==> src/iem_pkg.sv <==
// Package: register map, field layout and types of the interrupt enable manager
package iem_pkg;
    localparam logic [6:0]  ADDR_PRIMARY_EN   = 7'h02;
    localparam logic [6:0]  ADDR_SECONDARY_EN = 7'h03;
    localparam logic [6:0]  ADDR_MANAGEMENT   = 7'h04;
    localparam logic [6:0]  ADDR_STATUS       = 7'h01;
    localparam logic [6:0]  ADDR_R_INTERVAL   = 7'h25;
    // Flag positions within status bits 23:8
    localparam int          BIT_FAST          = 21;
    localparam int          BIT_LEADOFF       = 20;
    localparam int          BIT_LEADSON       = 11;
    localparam int          BIT_REVENT        = 10;
    localparam int          BIT_SYNC          = 9;
    localparam int          BIT_PLL           = 8;
    localparam logic [23:0] EN_MASK           = 24'hF00F03;
    localparam logic [23:0] MNG_MASK          = 24'h000077;
    localparam logic [23:0] EN_RESET          = 24'h000003;
    localparam logic [23:0] MNG_RESET         = 24'h000004;
    localparam int          POS_TYPE          = 0;
    localparam int          POS_SYNC_RATE     = 0;
    localparam int          POS_SYNC_CLR      = 2;
    localparam int          POS_REV_CLR       = 4;
    localparam int          POS_FAST_CLR      = 6;
    localparam int          TRANSFER_EDGES    = 32;
    // Self-clear spans in master clocks, defaults for a shortened data rate
    localparam int          DATA_RATE_CYCLES  = 64;
    localparam int          QUARTER_CYCLES    = DATA_RATE_CYCLES / 4;

    typedef enum logic [1:0] {DRV_OFF, DRV_PUSH, DRV_OD, DRV_OD_PULL} iem_drv_e;

    typedef struct packed {
        logic oe;
        logic out;
        logic pull;
    } iem_pin_s;

    typedef struct packed {
        logic        wr;
        logic        rd;
        logic [6:0]  addr;
        logic [23:0] data;
    } iem_xfer_s;
endpackage : iem_pkg

==> src/iem_pin_driver.sv <==
// Module: active-low interrupt pin driver with selectable output type
`timescale 1ns/1ps
module iem_pin_driver (
    input  wire logic               mclk,
    input  wire logic               rst,
    input  wire logic               request,
    input  wire logic [1:0]         driverType,
    output iem_pkg::iem_pin_s       pin
);
    iem_pkg::iem_pin_s next_pin;
    wire logic active = request;
    always_comb begin
        next_pin = '{oe: 1'b0, out: 1'b1, pull: 1'b0};
        case (iem_pkg::iem_drv_e'(driverType))
            iem_pkg::DRV_OFF:     next_pin = '{oe: 1'b0, out: 1'b1, pull: 1'b0};
            iem_pkg::DRV_PUSH:    next_pin = '{oe: 1'b1, out: ~active, pull: 1'b0};
            iem_pkg::DRV_OD:      next_pin = '{oe: active, out: 1'b0, pull: 1'b0};
            iem_pkg::DRV_OD_PULL: next_pin = '{oe: active, out: 1'b0, pull: 1'b1};
            default:              next_pin = '{oe: 1'b0, out: 1'b1, pull: 1'b0};
        endcase
    end
    // Registered so the pin never glitches while flags and enables settle
    always_ff @(posedge mclk or posedge rst) begin
        if (rst) begin
            pin <= '{oe: 1'b0, out: 1'b1, pull: 1'b1};
        end else begin
            pin <= next_pin;
        end
    end
endmodule : iem_pin_driver

==> src/iem_manager.sv <==
// Module: interrupt enable, flag clearing and sample-sync management
`timescale 1ns/1ps
// Summary of operation
// - Each interrupt pin is the OR of flags enabled in its own register.
// - Register 0x02 steers the primary pin, 0x03 the secondary pin.
// - Enable bit positions match status bits 23 to 8.
// - All enable bits are zero after reset.
// - Bits 1:0 pick off, push-pull, open-drain or pulled open-drain; default 11.
// - Both pins are active low in every driver type except off, which never drives them.
// - Masking an enable hides a flag but leaves the condition intact.
// - Clear mode 0 holds fast flag while engaged, then until status read.
// - Clear mode 1 lets status read clear it; re-arm only on re-entry.
// - Read-clear flags clear at the 32nd serial edge of a status read.
// - R-event clears on status read, interval read, or after one data period; mode 11 never clears it.
// - Sample-sync clears on status read, or itself after a quarter period.
// - Sample-sync fires every 1st, 2nd, 4th or 16th sample instant.
// - Clear modes and sync rate live in read/write register 0x04.
// - Flags sit at bits 21, 20, 11, 10, 9 and 8.
// - Sample-sync is raised on the base-rate sample instant, decimated.
module iem_manager #(
    parameter int DATA_RATE = iem_pkg::DATA_RATE_CYCLES,
    parameter int QUARTER   = iem_pkg::QUARTER_CYCLES
) (
    input  wire logic               mclk,
    input  wire logic               rst,
    input  iem_pkg::iem_xfer_s      xfer,
    output logic [23:0]             readData,
    input  wire logic               fastEngaged,
    input  wire logic               leadOffCond,
    input  wire logic               leadsOnCond,
    input  wire logic               pllUnlockCond,
    input  wire logic               rEventPulse,
    input  wire logic               sampleInstant,
    output logic [23:0]             statusFlags,
    output iem_pkg::iem_pin_s       primaryIrqN,
    output iem_pkg::iem_pin_s       secondaryIrqN
);
    // ========================================
    // Registers
    // ========================================
    logic [23:0] primaryEnable;
    logic [23:0] secondaryEnable;
    logic [23:0] management;
    logic        fastFlag;
    logic        fastArmed;
    logic        fastPrev;
    logic        leadOffFlag;
    logic        leadsOnFlag;
    logic        pllFlag;
    logic        rEventFlag;
    logic        syncFlag;
    logic [15:0] rEventTimer;
    logic [15:0] syncTimer;
    logic [3:0]  sampleCount;

    // ========================================
    // Decode; a transfer strobe marks the 32nd serial edge
    // ========================================
    wire logic statusRead   = xfer.rd && xfer.addr == iem_pkg::ADDR_STATUS;
    wire logic intervalRead = xfer.rd && xfer.addr == iem_pkg::ADDR_R_INTERVAL;
    wire logic wrPrimary    = xfer.wr && xfer.addr == iem_pkg::ADDR_PRIMARY_EN;
    wire logic wrSecondary  = xfer.wr && xfer.addr == iem_pkg::ADDR_SECONDARY_EN;
    wire logic wrManagement = xfer.wr && xfer.addr == iem_pkg::ADDR_MANAGEMENT;
    wire logic fastClrMode  = management[iem_pkg::POS_FAST_CLR];
    wire logic [1:0] revClr = management[iem_pkg::POS_REV_CLR +: 2];
    wire logic syncClrSelf  = management[iem_pkg::POS_SYNC_CLR];
    wire logic [1:0] syncRate = management[iem_pkg::POS_SYNC_RATE +: 2];
    wire logic fastRise     = fastEngaged && !fastPrev;
    wire logic [3:0] rateMask = (syncRate == 2'b00) ? 4'h0 :
                                (syncRate == 2'b01) ? 4'h1 :
                                (syncRate == 2'b10) ? 4'h3 : 4'hF;
    wire logic syncFire     = sampleInstant && ((sampleCount & rateMask) == 4'h0);
    wire logic revClrRead   = (revClr == 2'b00 && statusRead) ||
                              (revClr == 2'b01 && intervalRead);
    wire logic revTimeout   = revClr == 2'b10 && rEventTimer == 16'(DATA_RATE - 1);
    wire logic syncTimeout  = syncClrSelf && syncTimer == 16'(QUARTER - 1);

    assign statusFlags = {2'b00, fastFlag, leadOffFlag, 8'h00,
                          leadsOnFlag, rEventFlag, syncFlag, pllFlag, 8'h00};
    assign readData = (xfer.addr == iem_pkg::ADDR_PRIMARY_EN)   ? primaryEnable   :
                      (xfer.addr == iem_pkg::ADDR_SECONDARY_EN) ? secondaryEnable :
                      (xfer.addr == iem_pkg::ADDR_MANAGEMENT)   ? management      :
                      (xfer.addr == iem_pkg::ADDR_STATUS)       ? statusFlags     : 24'h000000;

    // ========================================
    // Configuration registers
    // ========================================
    always_ff @(posedge mclk or posedge rst) begin
        if (rst) begin
            primaryEnable <= iem_pkg::EN_RESET;
        end else if (wrPrimary) begin
            primaryEnable <= xfer.data & iem_pkg::EN_MASK;
        end
    end

    always_ff @(posedge mclk or posedge rst) begin
        if (rst) begin
            secondaryEnable <= iem_pkg::EN_RESET;
        end else if (wrSecondary) begin
            secondaryEnable <= xfer.data & iem_pkg::EN_MASK;
        end
    end

    always_ff @(posedge mclk or posedge rst) begin
        if (rst) begin
            management <= iem_pkg::MNG_RESET;
        end else if (wrManagement) begin
            management <= xfer.data & iem_pkg::MNG_MASK;
        end
    end

    // ========================================
    // Level flags: held while the condition lasts, then until status read
    // ========================================
    wire logic next_leadOffFlag = leadOffCond   || (leadOffFlag && !statusRead);
    wire logic next_leadsOnFlag = leadsOnCond   || (leadsOnFlag && !statusRead);
    wire logic next_pllFlag     = pllUnlockCond || (pllFlag && !statusRead);

    always_ff @(posedge mclk or posedge rst) begin
        if (rst) begin
            leadOffFlag <= 1'b0;
            leadsOnFlag <= 1'b0;
            pllFlag     <= 1'b0;
        end else begin
            leadOffFlag <= next_leadOffFlag;
            leadsOnFlag <= next_leadsOnFlag;
            pllFlag     <= next_pllFlag;
        end
    end

    // ========================================
    // Fast-recovery flag
    // ========================================
    always_ff @(posedge mclk or posedge rst) begin
        if (rst) begin
            fastFlag  <= 1'b0;
            fastArmed <= 1'b1;
            fastPrev  <= 1'b0;
        end else begin
            fastPrev <= fastEngaged;
            if (!fastClrMode) begin
                fastFlag  <= fastEngaged || (fastFlag && !statusRead);
                fastArmed <= 1'b1;
            end else if (fastRise || (fastEngaged && fastArmed)) begin
                fastFlag  <= 1'b1;
                fastArmed <= 1'b0;
            end else begin
                fastFlag  <= fastFlag && !statusRead;
                fastArmed <= fastArmed || !fastEngaged;
            end
        end
    end

    // ========================================
    // R-event and sample-sync flags; a new event wins over any clear
    // ========================================
    wire logic        syncClrRead      = statusRead && !syncClrSelf;
    wire logic        next_rEventFlag  = rEventPulse ||
                                         (rEventFlag && !revClrRead && !revTimeout);
    wire logic [15:0] next_rEventTimer = (rEventPulse || !rEventFlag) ? 16'h0000 :
                                         rEventTimer + 16'h0001;
    wire logic        next_syncFlag    = syncFire ||
                                         (syncFlag && !syncClrRead && !syncTimeout);
    wire logic [15:0] next_syncTimer   = (syncFire || !syncFlag) ? 16'h0000 :
                                         syncTimer + 16'h0001;

    // ========================================
    // Sample counter; it counts at every rate so a rate change applies at the next instant
    // ========================================
    always_ff @(posedge mclk or posedge rst) begin
        if (rst) begin
            sampleCount <= 4'h0;
        end else if (sampleInstant) begin
            sampleCount <= sampleCount + 4'h1;
        end
    end

    // ========================================
    // R-event flag and its self-clear timer
    // ========================================
    always_ff @(posedge mclk or posedge rst) begin
        if (rst) begin
            rEventFlag  <= 1'b0;
            rEventTimer <= 16'h0000;
        end else begin
            rEventFlag  <= next_rEventFlag;
            rEventTimer <= next_rEventTimer;
        end
    end

    // ========================================
    // Sample-sync flag and its quarter-period timer
    // ========================================
    always_ff @(posedge mclk or posedge rst) begin
        if (rst) begin
            syncFlag  <= 1'b0;
            syncTimer <= 16'h0000;
        end else begin
            syncFlag  <= next_syncFlag;
            syncTimer <= next_syncTimer;
        end
    end

    // ========================================
    // Pin drivers; masking leaves the flags themselves untouched
    // ========================================
    // Index 0 is the primary pin and index 1 the secondary pin
    wire logic [23:0]       pinEnable [2];
    wire iem_pkg::iem_pin_s pinState  [2];

    assign pinEnable[0]  = primaryEnable;
    assign pinEnable[1]  = secondaryEnable;
    assign primaryIrqN   = pinState[0];
    assign secondaryIrqN = pinState[1];

    for (genvar ch = 0; ch < 2; ch++) begin : g_pin
        // The low byte holds the driver type, so only flag bits 23:8 may request
        wire logic req = |(statusFlags & pinEnable[ch] & ~24'h0000FF);
        iem_pin_driver pinDriver (
            .mclk       (mclk),
            .rst        (rst),
            .request    (req),
            .driverType (pinEnable[ch][iem_pkg::POS_TYPE +: 2]),
            .pin        (pinState[ch])
        );
    end
endmodule : iem_manager

==> config.mk <==
export PLATFORM = sky130hd
export DESIGN_NAME = iem_manager
export DESIGN_NICKNAME = d
export VERILOG_FILES = /design/src/iem_pkg.sv /design/src/iem_pin_driver.sv /design/src/iem_manager.sv
export SDC_FILE = /design/constraint.sdc
export NUM_CORES = 1
export LEC_CHECK = 0
export ABC_CLOCK_PERIOD_IN_PS = 3560
export BUFFER_PORTS_ARGS = -buffer_cell sky130_fd_sc_hd__buf_4
export CAP_MARGIN = 20
export CORE_AREA = 2 2 105 157
export CTS_CLUSTER_DIAMETER = 200
export CTS_CLUSTER_SIZE = 12
export DETAILED_ROUTE_END_ITERATION = 10
export DIE_AREA = 0 0 107 159
export GPL_TIMING_DRIVEN = 0
export PLACE_DENSITY = 0.53
export SYNTH_ARGS = -nofsm -noshare
export SYNTH_HDL_FRONTEND = slang
export SYNTH_SLANG_ARGS = --single-unit
==> constraint.sdc <==
create_clock -name mclk -period 3.56 [get_ports mclk]
set_clock_uncertainty 0.1 [all_clocks]
set_input_delay 0.712 -clock mclk [delete_from_list [all_inputs] [get_ports mclk]]
set_output_delay 0.712 -clock mclk [all_outputs]
set_load 0.01 [all_outputs]
# == After elaboration in Yosys (flattened, before gate mapping) ==
# Index checks and enable logic that the tools add are counted.
# totals
register_bits,76
input_bits,41
output_inout_bits,54
wordCells,109
# op_classes
addsub,3
eq_ne,17
muxes,15
bitwise_logic,5
n_reduce_logical,49
# op_table
op,count
$and 22x24->24,2
$mux 24,2
$mux 22,2
$add 16x1->16 const B,2
$mux 16,2
$reduce_or 16->1,2
$pmux 3 s4,2
$logic_and 1x1->1,21
$eq 16x4->1 const B,1
$eq 16x6->1 const B,1
$eq 7x2->1 const B,2
$eq 2x2->1 const B,6
$mux 4,3
$logic_or 1x1->1,11
$logic_not 1->1,10
$eq 2x1->1 const B,4
$logic_not 2->1,4
$eq 7x1->1 const B,1
$eq 7x3->1 const B,1
$eq 7x6->1 const B,1
$add 4x1->4 const B,1
$and 4x4->4,1
$logic_not 4->1,1
$mux 1,4
$not 1->1,2

# == Logic depth before layout (Yosys ltp) ==
# Gate-level depths: netlist (run 1).
# depth
ltp_word,9
depth_mapped,5
ltp_nobuf,5

# == Hierarchy ==
# From an unflattened synthesis (run 1), not the netlist that was laid out.
# unflattened
cells_unflattened,362
hier_area_um2,3885.0
# by_module_without_submodules
mod,n_inst,cells_per_inst,area_each_um2,seq_area_each_um2
iem_manager,1,348,3667.3,1759.2
iem_pin_driver,2,7,108.9,77.6

# == Worst setup path after synthesis (run 1) ==
# OpenSTA, ideal clock, no wires.
# synth_path
path_type,input to output
from,input xfer[28] in the netlist's numbering
to,output readData[10]
arrival_time_ns,1.725
t_required_ns,2.748
setup_slack_ns,1.023
cell_stages,4
n_path_buf,1
path_cell_list,or3_4 -> or2_2 -> clkbuf_1 -> nor2_1
# synth_via
elab_chain_len,5
elab_cells_between_ends,8
cone_classes,eq/ne: 4; mux: 4
# synth_lines
item,line_no,rtl
start: declaration,iem_manager.sv:26,"input iem_pkg::iem_xfer_s xfer,"
$eq 7x1->1,iem_manager.sv:83,(xfer.addr == iem_pkg::ADDR_STATUS) ? statusFlags : 24'h000000;
$mux 22,iem_manager.sv:83,
$mux 22,iem_manager.sv:82,(xfer.addr == iem_pkg::ADDR_MANAGEMENT) ? management :
$mux 24,iem_manager.sv:81,(xfer.addr == iem_pkg::ADDR_SECONDARY_EN) ? secondaryEnable :
$mux 24 (*),iem_manager.sv:80,assign readData = (xfer.addr == iem_pkg::ADDR_PRIMARY_EN) ? primaryEnable :
end: declaration,iem_manager.sv:27,"output logic [23:0] readData,"
# Mark *: on every way between the ends. The rest lies on a longest branch, timed or not.

# == Worst setup path in the final report (run 1) ==
# layout_path
from,input xfer[28] in the netlist's numbering
to,output readData[0]
# layout_via
elab_chain_len,4
elab_cells_between_ends,6
cone_classes,eq/ne: 3; mux: 3
# layout_lines
item,line_no
$eq 7x3->1,iem_manager.sv:82
$mux 22,iem_manager.sv:82
$mux 24,iem_manager.sv:81
$mux 24 (*),iem_manager.sv:80
# Marks and branches as above.

==> results of run 1 <==
-- through the flow --
stage          instances  worst slack (ns)  instance area (um2)
6_report             661             0.407                 4910
5_1_grt              661             0.266                 4910
4_1_cts              661             0.335                 4910
3_5_place_dp         645             0.351                 4630
3_3_place_gp         644            -0.100                 4600
2_1_floorplan        385             0.826                 3930
-- cell type report --
cell class              count  area (um2)
well taps                 203         254
multi-input cells         257        1690
flip-flops and latches     76        1910
plain buffers              45         299
clock buffers              12         246
fillers                  1636       10700
clock inverters             4        25.0
inverters                   7        28.8
repair buffers             57         448
-- placed cells by master (no fill, tap or decap), drive strengths merged, types with 2 or more instances in the layout --
master,n
buf,93
inv,7
or2,2
xnor2,16
nand2,16
nand3b,2
mux2i,4
clkinvlp,2
ha,3
nor3,5
a21o,3
nand3,13
or3,2
mux2,35
dfrtp,66
clkinv,2
a22oi,12
conb,28
o21a,2
and4,3
o21ai,7
nor2,44
dfstp,10
and3,4
or4,4
and2,7
nand4,12
clkbuf,21
xor2,13
nor4,8
a21oi,4
nand2b,2
-- sequential cells by signal (all words and copies together), names as in the netlist --
name and flops:
rEventTimer 16, syncTimer 16, primaryEnable 10, secondaryEnable 10, g_pin.pinDriver.pin 6, management 6, sampleCount 4, fastArmed 1
fastFlag 1, fastPrev 1, leadOffFlag 1, leadsOnFlag 1, pllFlag 1, rEventFlag 1, syncFlag 1
-- worst max-delay path by stage --
| stage | start | end | slack (ns) | cells past startpoint |
|---|---|---|---|---|
| 3_3_place_gp | rst | g_pin[0].pinDriver.pin[2]$_DFF_PP0_ | -0.1 | 2 |
| 4_1_cts | xfer[28] | readData[0] | 0.33 | 6 |
| 2_1_floorplan | rst | fastFlag$_DFF_PP0_ | 0.83 | 1 |
| 6_report | xfer[28] | readData[0] | 0.41 | 6 |
| 5_1_grt | xfer[28] | readData[0] | 0.27 | 6 |
| 3_5_place_dp | xfer[28] | readData[0] | 0.35 | 6 |
-- per-layer routing --
metal	vias up	share of wire, %
li1	1375	-
met1	1350	40
met2	77	52
met3	8	6.2
met4	0	1.1
met5	-	0
-- where the power goes --
group	switching (uW)	internal, uW	total, uW
Combinational	122	136	258
Sequential	58.3	939	998
Clock	335	488	823
Total	515	1560	2080
-- cell families (layout without fill, tap and decap cells) --
group	after synthesis	count (layout)	synth area share (%)
compound gates	32	32	5.65
xor+xnor	29	29	6.63
fa+ha+maj	3	3	0.980
buf+inv	52	125	8.50
flops	76	76	50.0
mux	39	39	11.3
other cells	1	28	0.0979
simple gates	126	126	16.8
-- worst register-to-register path, cell delays in order, from the launching register on --
cell      delay (ns)
dfrtp_1         0.41
o21a_1          0.20
o21a_1          0.19
o21ai_1         0.43
clkbuf_1        0.41
nor2_1          0.11
==> results.json, run 1 <==
{
  "cts_inserted_buffers": 9,
  "wirelength_um": 8800,
  "post_cts_buffers": 0,
  "yosys-top-cells-count": "dfrtp_1, nor2_1, mux2_2, buf_4",
  "syn2layout_area_growth_pct": 28.1,
  "n_antenna_cell": 0,
  "syn_area_per_cell_um2": 10.7,
  "maxSlewHeadroom_pct": 48.1,
  "use_met1_pct": 12.1,
  "overflow": 0,
  "synth_edf_count": 0,
  "slew_violations": 0,
  "hp-class": "primary input to async pin",
  "die_w_um": 107,
  "synth.area.top_cells": "dfrtp_1, mux2_2, dfstp_2",
  "synth.top_cell.area_share_pct": 43.1,
  "end_kind": "output pin",
  "crit_family": "simple AND/OR/NAND/NOR gates",
  "synth_async_sr_flop_share_pct": 100,
  "max_stage_delay_ns": 0.66,
  "num_vias": 2810,
  "cts_tree": "built",
  "rr_endpoint": "syncTimer[14]$_DFF_PP0_",
  "die_area_mm2": 0.0170,
  "clock_sinks": 76,
  "wire_per_inst_um": 13.3,
  "ioPinCount": 95,
  "synth_top_area_cell": "dfrtp_1",
  "cts_resized": 0,
  "synth_seq_cells": 76,
  "io_buffers": 56,
  "crit_chain": "buf_4, or3_4, nor4_2, nand2_1, o21ai_0, buf_4",
  "vias_per_cell": 4.25,
  "start_util_pct": 24.5,
  "grt_max_degree": 48,
  "worstSetupPathType": "primary input to output pin",
  "worst-slew-pin-transition_ns": 0.772,
  "setup_tns_ns": 0,
  "cp_slowest_cell": "nor4_2",
  "clock_path_buffers": 2,
  "place_hpwl_um": 6770,
  "drt_pass1_iterations": 4,
  "yosysMostFrequentCell": "dfrtp_1",
  "ant_nets": 0,
  "rows": 56,
  "yosysSeqAreaShare_pct": 50.0,
  "clock_latency_ns": 0.33,
  "die_y_um": 159,
  "cp_max_fo": 7,
  "antenna_found_initial": 0,
  "synth_ff_type": "dfrtp_1",
  "grtUsageTotal_pct": 10.8,
  "synth.cell_area_mm2": 0.00383,
  "crit_top_cell": "buf_4",
  "globalplace.congestion": 0.782,
  "worst_hold_slack_ns": 0.286,
  "globalRoute.busiestLayer": "met2",
  "setup_violations": 0,
  "p_total_uw": 2080,
  "ys_types": 40,
  "grt_first_pass_wirelength_um": 14300,
  "grt_setup_unrepaired": "false",
  "root_buffer": "clkbuf_16",
  "clk_pin_slew_worst_paths_ns": 0.05,
  "r2r-start": "sampleCount[2]$_DFFE_PP0P_",
  "coreArea_mm2": 0.0156,
  "num-nets-final": 497,
  "reg2regPathDepth": 5,
  "ff2ff_setup_slack_ns": 1.58,
  "hold_violations": 0,
  "met2_usage_pct": 19.1,
  "drt-initial-drc-count": 128,
  "cp.arrival_ns": 2.34,
  "yosysWarnings": 0,
  "cp_num_buf_inv": 2,
  "clock.fmax_mhz": 317,
  "use_met3_pct": 3.27,
  "powerDensity_mw_per_mm2": 424,
  "synthCells": 358,
  "cp.required_ns": 2.75,
  "cap_violations": 0,
  "postLayoutCoreUtil_pct": 31.4,
  "fin_crit_sh_pct": 88.6,
  "final.min_clock_period_ns": 3.15,
  "cts-htree-levels": 3,
  "drc": 0,
  "grt_pass1_vias": 2807,
  "layout-drive-gt1-share_pct": 34.5,
  "vdd_ir_drop_max_v": 0.000211,
  "hold_buffers": 0,
  "p_leak_uw": 0.00224,
  "critPathLaunchType": "primary input",
  "status": "finished clean"
}
No activity file was read; power rests on OpenSTA's default activity.
==> run 2: changes to the inputs <==
--- a/config.mk
+++ b/config.mk
@@ -15,6 +15,8 @@
 export DIE_AREA = 0 0 107 159
 export GPL_TIMING_DRIVEN = 0
 export PLACE_DENSITY = 0.53
+export RECOVER_POWER = 50
 export SYNTH_ARGS = -nofsm -noshare
 export SYNTH_HDL_FRONTEND = slang
 export SYNTH_SLANG_ARGS = --single-unit
+export TNS_END_PERCENT = 50
==> run 2 against run 1 <==
Against the previous run:
- die area unchanged
- clock power is essentially flat
- hold slack better by 0.070 ns
- register-to-register slack about the same
- cell count unchanged
- clock-buffer cell count is the same
- via count stayed put
- setup slack got worse by 0.023 ns
- sequential share of layout area is 0.28 points higher
- critical path type unchanged
==> results.json, run 2 (synthesized netlist as in run 1, its figures left out) <==
{
  "status": "finished clean",
  "powerDensity_mw_per_mm2": 426,
  "drc": 0,
  "fin_crit_sh_pct": 89.2,
  "nFillCells": 1641,
  "die_area_mm2": 0.0170,
  "critPathLaunchType": "primary input",
  "p_leak_uw": 0.00222,
  "clock.fmax_mhz": 315,
  "crit_top_cell": "buf_4",
  "postLayoutCoreUtil_pct": 31.2,
  "r2r-start": "sampleCount[2]$_DFFE_PP0P_",
  "cp_slowest_cell": "nor4_2",
  "rr_endpoint": "syncTimer[14]$_DFF_PP0_",
  "ff2ff_setup_slack_ns": 1.58,
  "cp_num_buf_inv": 2,
  "start_util_pct": 24.5,
  "end_kind": "output pin",
  "crit_path_start": "xfer[28]",
  "vdd_ir_drop_max_v": 0.000211,
  "vias_per_cell": 4.25,
  "die_w_um": 107,
  "multi_input_area_mm2": 0.00169,
  "mostFrequentLayoutCell": "buf_4",
  "maxSlewHeadroom_pct": 12.3,
  "final_cell_count_no_fill": 661,
  "cts_resized": 0,
  "clk_pin_slew_worst_paths_ns": 0.05,
  "route.met3.wl_um": 540,
  "setup_violations": 0,
  "overflow": 0,
  "largestRegisters": "rEventTimer (16), syncTimer (16)",
  "cp.arrival_ns": 2.36,
  "wirelength_um": 8810,
  "clock_path_buffers": 2,
  "crit_chain": "buf_4, or3_4, nor4_2, nand2_1, o21ai_0, buf_4",
  "syn2layout_area_growth_pct": 27.2,
  "worstSetupPathType": "primary input to output pin",
  "max_stage_delay_ns": 0.68,
  "final.min_clock_period_ns": 3.18,
  "drt-initial-drc-count": 123,
  "layout-drive-gt1-share_pct": 33.4,
  "die_y_um": 159,
  "antenna_found_initial": 0,
  "grt_max_degree": 48,
  "hold_buffers": 0,
  "cp_max_fo": 7,
  "drt_pass1_iterations": 4,
  "grt_first_pass_wirelength_um": 14300,
  "worst_hold_slack_ns": 0.356,
  "most-common-layout-cells": "buf_4, dfrtp_1, nor2_1, mux2_2, conb_1",
  "num_vias": 2810,
  "cp.required_ns": 2.75,
  "clock_sinks": 76,
  "hp-class": "register to register",
  "setup_tns_ns": 0,
  "min_path_cells": 1,
  "grt_setup_unrepaired": "false",
  "min_from": "rEventTimer[0]$_DFF_PP0_",
  "hold_end": "rEventTimer[0]$_DFF_PP0_",
  "reg2regPathDepth": 5,
  "globalplace.congestion": 0.782,
  "cts_inserted_buffers": 9,
  "clock_latency_ns": 0.33,
  "cts_tree": "built",
  "grtUsageTotal_pct": 10.8,
  "num-nets-final": 497,
  "io_buffers": 56,
  "grt_pass1_vias": 2807,
  "place_hpwl_um": 6770,
  "coreArea_mm2": 0.0156,
  "ioPinCount": 95,
  "crit_family": "simple AND/OR/NAND/NOR gates",
  "cap_violations": 0,
  "hold_violations": 0,
  "ant_nets": 0,
  "n_antenna_cell": 0,
  "worst-slew-pin-transition_ns": 1.31,
  "wl_met2_um": 4630,
  "highest_layer": "met4",
  "wire_per_inst_um": 13.3,
  "dp.cells": 645,
  "cts-htree-levels": 3,
  "root_buffer": "clkbuf_16",
  "rows": 56,
  "post_cts_buffers": 0,
  "wl_met1_um": 3540,
  "seqCellArea_mm2": 0.00191,
  "slew_violations": 0
}
==> run 2: changes by cell type in the layout (fill, tap and decap cells not counted) <==
cell	before	now
buf_4	90	87
clkinvlp_2	0	1
buf_16	1	0
dfstp_2	10	8
clkbuf_2	0	1
inv_4	1	0
clkbuf_1	11	14
dfstp_1	0	2
==> run 2: per-stage QoR <==
step	setup slack [ns]	total power (uW)	cell area (um2)
floorplan	0.826	1180	3930
global placement	-0.100	1260	4600
detailed placement	0.351	1270	4630
CTS	0.335	2110	4910
global route	0.266	2180	4870
finish	0.384	2070	4870
==> run 2: area by class of cell <==
class                           count  share of cell area (%)
Sequential cell                    76                    39.3
Multi-Input combinational cell    257                    34.7
Timing Repair Buffer               57                    8.50
Buffer                             45                    6.14
Tap cell                          203                    5.21
Clock buffer                       12                    5.06
Inverter                            7                   0.565
Clock inverter                      4                   0.514
==> run 2: how the worst max path moves through the flow <==
stage                                                     end  slack [ns]  depth (start not counted)
after global placement    g_pin[0].pinDriver.pin[2]$_DFF_PP0_        -0.1                          2
after global routing                              readData[0]        0.27                          6
final                                             readData[0]        0.38                          6
after detailed placement                          readData[0]        0.35                          6
after floorplan                            fastFlag$_DFF_PP0_        0.83                          1
after CTS                                         readData[0]        0.33                          6
==> run 2: layer usage <==
layer  vias up  track usage [%]
met2        76             19.1
met1      1350             12.1
met5         -                0
li1       1376                -
met3         8             3.27
met4         0             3.72
==> run 2: power breakdown <==
group	leakage, uW	internal, uW	total [uW]	switching (uW)
sequential	0.000970	939	997	58.2
combinational	0.00112	132	253	122
clock	0.000129	488	824	336
total	0.00222	1560	2070	515
==> run 2: worst register-to-register path: cells and delay by family, from the launching register on <==
kind	cells	cell delay (ns)
and+or+nand+nor	1	0.11
buffers and inverters	1	0.41
DFF	1	0.41
AOI/OAI and AO/OA	3	0.82
==> run 3: changes to the inputs <==
--- a/config.mk
+++ b/config.mk
@@ -9,6 +9,7 @@
 export BUFFER_PORTS_ARGS = -buffer_cell sky130_fd_sc_hd__buf_4
 export CAP_MARGIN = 20
 export CORE_AREA = 2 2 105 157
+export CTS_BUF_LIST = sky130_fd_sc_hd__clkbuf_4 sky130_fd_sc_hd__clkbuf_8
 export CTS_CLUSTER_DIAMETER = 200
 export CTS_CLUSTER_SIZE = 12
 export DETAILED_ROUTE_END_ITERATION = 10
==> run 3 against run 2 <==
Against the previous run:
- critical path depth is the same
- critical path type unchanged
- setup slack better by 0.030 ns
- design area down 1.9%
- flip-flop and latch count unchanged
- clock power down 28%
- cell count did not move
- highest routed layer unchanged
- total power is 11% lower
- global-route usage shrank 0.12 points
- combinational power is essentially flat
- register-to-register slack hardly changed
- largest power group unchanged
- wire length shrank 0.67%
- die area stayed put
==> results.json, run 3 (synthesized netlist as in run 1, its figures left out) <==
{
  "layout-drive-gt1-share_pct": 33.8,
  "wire_per_inst_um": 13.2,
  "clock_latency_ns": 0.35,
  "cap_violations": 0,
  "ioPinCount": 95,
  "crit_chain": "buf_4, or3_4, nor4_2, nand2_1, o21ai_0, buf_4",
  "crit_top_cell": "buf_4",
  "crit_path_start": "xfer[28]",
  "wirelength_um": 8750,
  "mostFrequentLayoutCell": "buf_4",
  "most-common-layout-cells": "buf_4, dfrtp_1, nor2_1, mux2_2, conb_1",
  "maxSlewHeadroom_pct": 12.0,
  "fin_crit_sh_pct": 88.4,
  "drt-initial-drc-count": 117,
  "clk_pin_slew_worst_paths_ns": 0.07,
  "grt_max_degree": 48,
  "hold_buffers": 0,
  "overflow": 0,
  "ant_nets": 0,
  "vdd_ir_drop_max_v": 0.000125,
  "clock_path_buffers": 2,
  "post_cts_buffers": 0,
  "globalplace.congestion": 0.782,
  "die_area_mm2": 0.0170,
  "hold_violations": 0,
  "cts_tree": "built",
  "grt_pass1_vias": 2799,
  "cp_max_fo": 7,
  "largestRegisters": "rEventTimer (16), syncTimer (16)",
  "num_vias": 2797,
  "grt_first_pass_wirelength_um": 14200,
  "die_y_um": 159,
  "num-nets-final": 497,
  "syn2layout_area_growth_pct": 24.8,
  "start_util_pct": 24.5,
  "min_from": "rEventTimer[0]$_DFF_PP0_",
  "powerDensity_mw_per_mm2": 385,
  "drt_pass1_iterations": 4,
  "status": "finished clean",
  "grt_setup_unrepaired": "false",
  "clock.fmax_mhz": 318,
  "r2r-start": "sampleCount[2]$_DFFE_PP0P_",
  "cp.required_ns": 2.75,
  "drc": 0,
  "cts_inserted_buffers": 9,
  "cp_slowest_cell": "nor4_2",
  "place_hpwl_um": 6770,
  "slew_violations": 0,
  "worst-slew-pin-transition_ns": 1.31,
  "coreArea_mm2": 0.0156,
  "io_buffers": 56,
  "vias_per_cell": 4.23,
  "root_buffer": "clkbuf_8",
  "post_dp_cell_area_mm2": 0.00463,
  "cts_resized": 0,
  "cts-htree-levels": 3,
  "max_stage_delay_ns": 0.67,
  "p_leak_uw": 0.00218,
  "clock_sinks": 76,
  "die_w_um": 107,
  "setup_violations": 0,
  "hp-class": "register to register",
  "n_antenna_cell": 0,
  "end_kind": "output pin",
  "worstSetupPathType": "primary input to output pin",
  "design_area_mm2": 0.00478,
  "postLayoutCoreUtil_pct": 30.6,
  "antenna_found_initial": 0,
  "grtUsageTotal_pct": 10.7,
  "critPathLaunchType": "primary input",
  "final.min_clock_period_ns": 3.15,
  "cp.arrival_ns": 2.33,
  "setup_tns_ns": 0,
  "rows": 56
}
==> run 3: changes by cell type in the layout (fill, tap and decap cells not counted) <==
| cell | change |
|---|---|
| clkbuf_1 | -2 |
| clkbuf_8 | +9 |
| clkbuf_16 | -9 |
| clkbuf_4 | +2 |
==> run 3: metrics by stage <==
stage | setup slack, ns | hold WS [ns] | std cells | power [uW]
after global placement | -0.100 | 0.341 | 644 | 1260
after detailed placement | 0.351 | 0.350 | 645 | 1270
after global routing | 0.254 | 0.387 | 661 | 1940
after CTS | 0.335 | 0.257 | 661 | 1880
final | 0.414 | 0.358 | 661 | 1840
after floorplan | 0.826 | 0.298 | 385 | 1180
==> run 3: routing by layer <==
| metal | wire (um) | track usage (%) | share of wire, % |
|---|---|---|---|
| met1 | 3520 | 12.0 | 40 |
| met2 | 4550 | 18.9 | 52 |
| met3 | 516 | 2.78 | 5.9 |
| met4 | 161 | 4.25 | 1.8 |
| met5 | 0 | 0 | 0 |
==> run 3: area by class of cell <==
type | count | area (um2)
Fill cell | 1645 | 10800
Tap cell | 203 | 254
Buffer | 45 | 299
Inverter | 7 | 27.5
Multi-Input combinational cell | 257 | 1690
Timing Repair Buffer | 57 | 414
Clock inverter | 4 | 25.0
Clock buffer | 12 | 153
Sequential cell | 76 | 1910
==> run 3: path summary, 6_finish.rpt <==
| path | slack [ns] | end | cells after the start |
|---|---|---|---|
| hold / removal | 0.36 | rEventTimer[0]$_DFF_PP0_ | 1 |
| max in group asynchronous | 1.15 | secondaryEnable[11]$_DFFE_PP0P_ | 3 |
| min in group asynchronous | 0.53 | fastPrev$_DFF_PP0_ | 2 |
| setup / recovery | 0.41 | readData[1] | 6 |
| hold reg to reg | 0.36 | rEventTimer[0]$_DFF_PP0_ | 1 |
| setup reg to reg | 1.58 | syncTimer[14]$_DFF_PP0_ | 5 |
==> run 3: critical path: cells and delay by family <==
family / cells / cell delay (ns)
compound gates: 1 / 0.15
simple gates: 3 / 1.18
buf+inv: 2 / 0.29
==> run 3: power by group <==
group | leakage [uW] | switching [uW] | total, uW | internal, uW
clock | 0.0000892 | 306 | 592 | 285
combinational | 0.00112 | 121 | 253 | 132
sequential | 0.000970 | 57.5 | 994 | 937
total | 0.00218 | 485 | 1840 | 1350
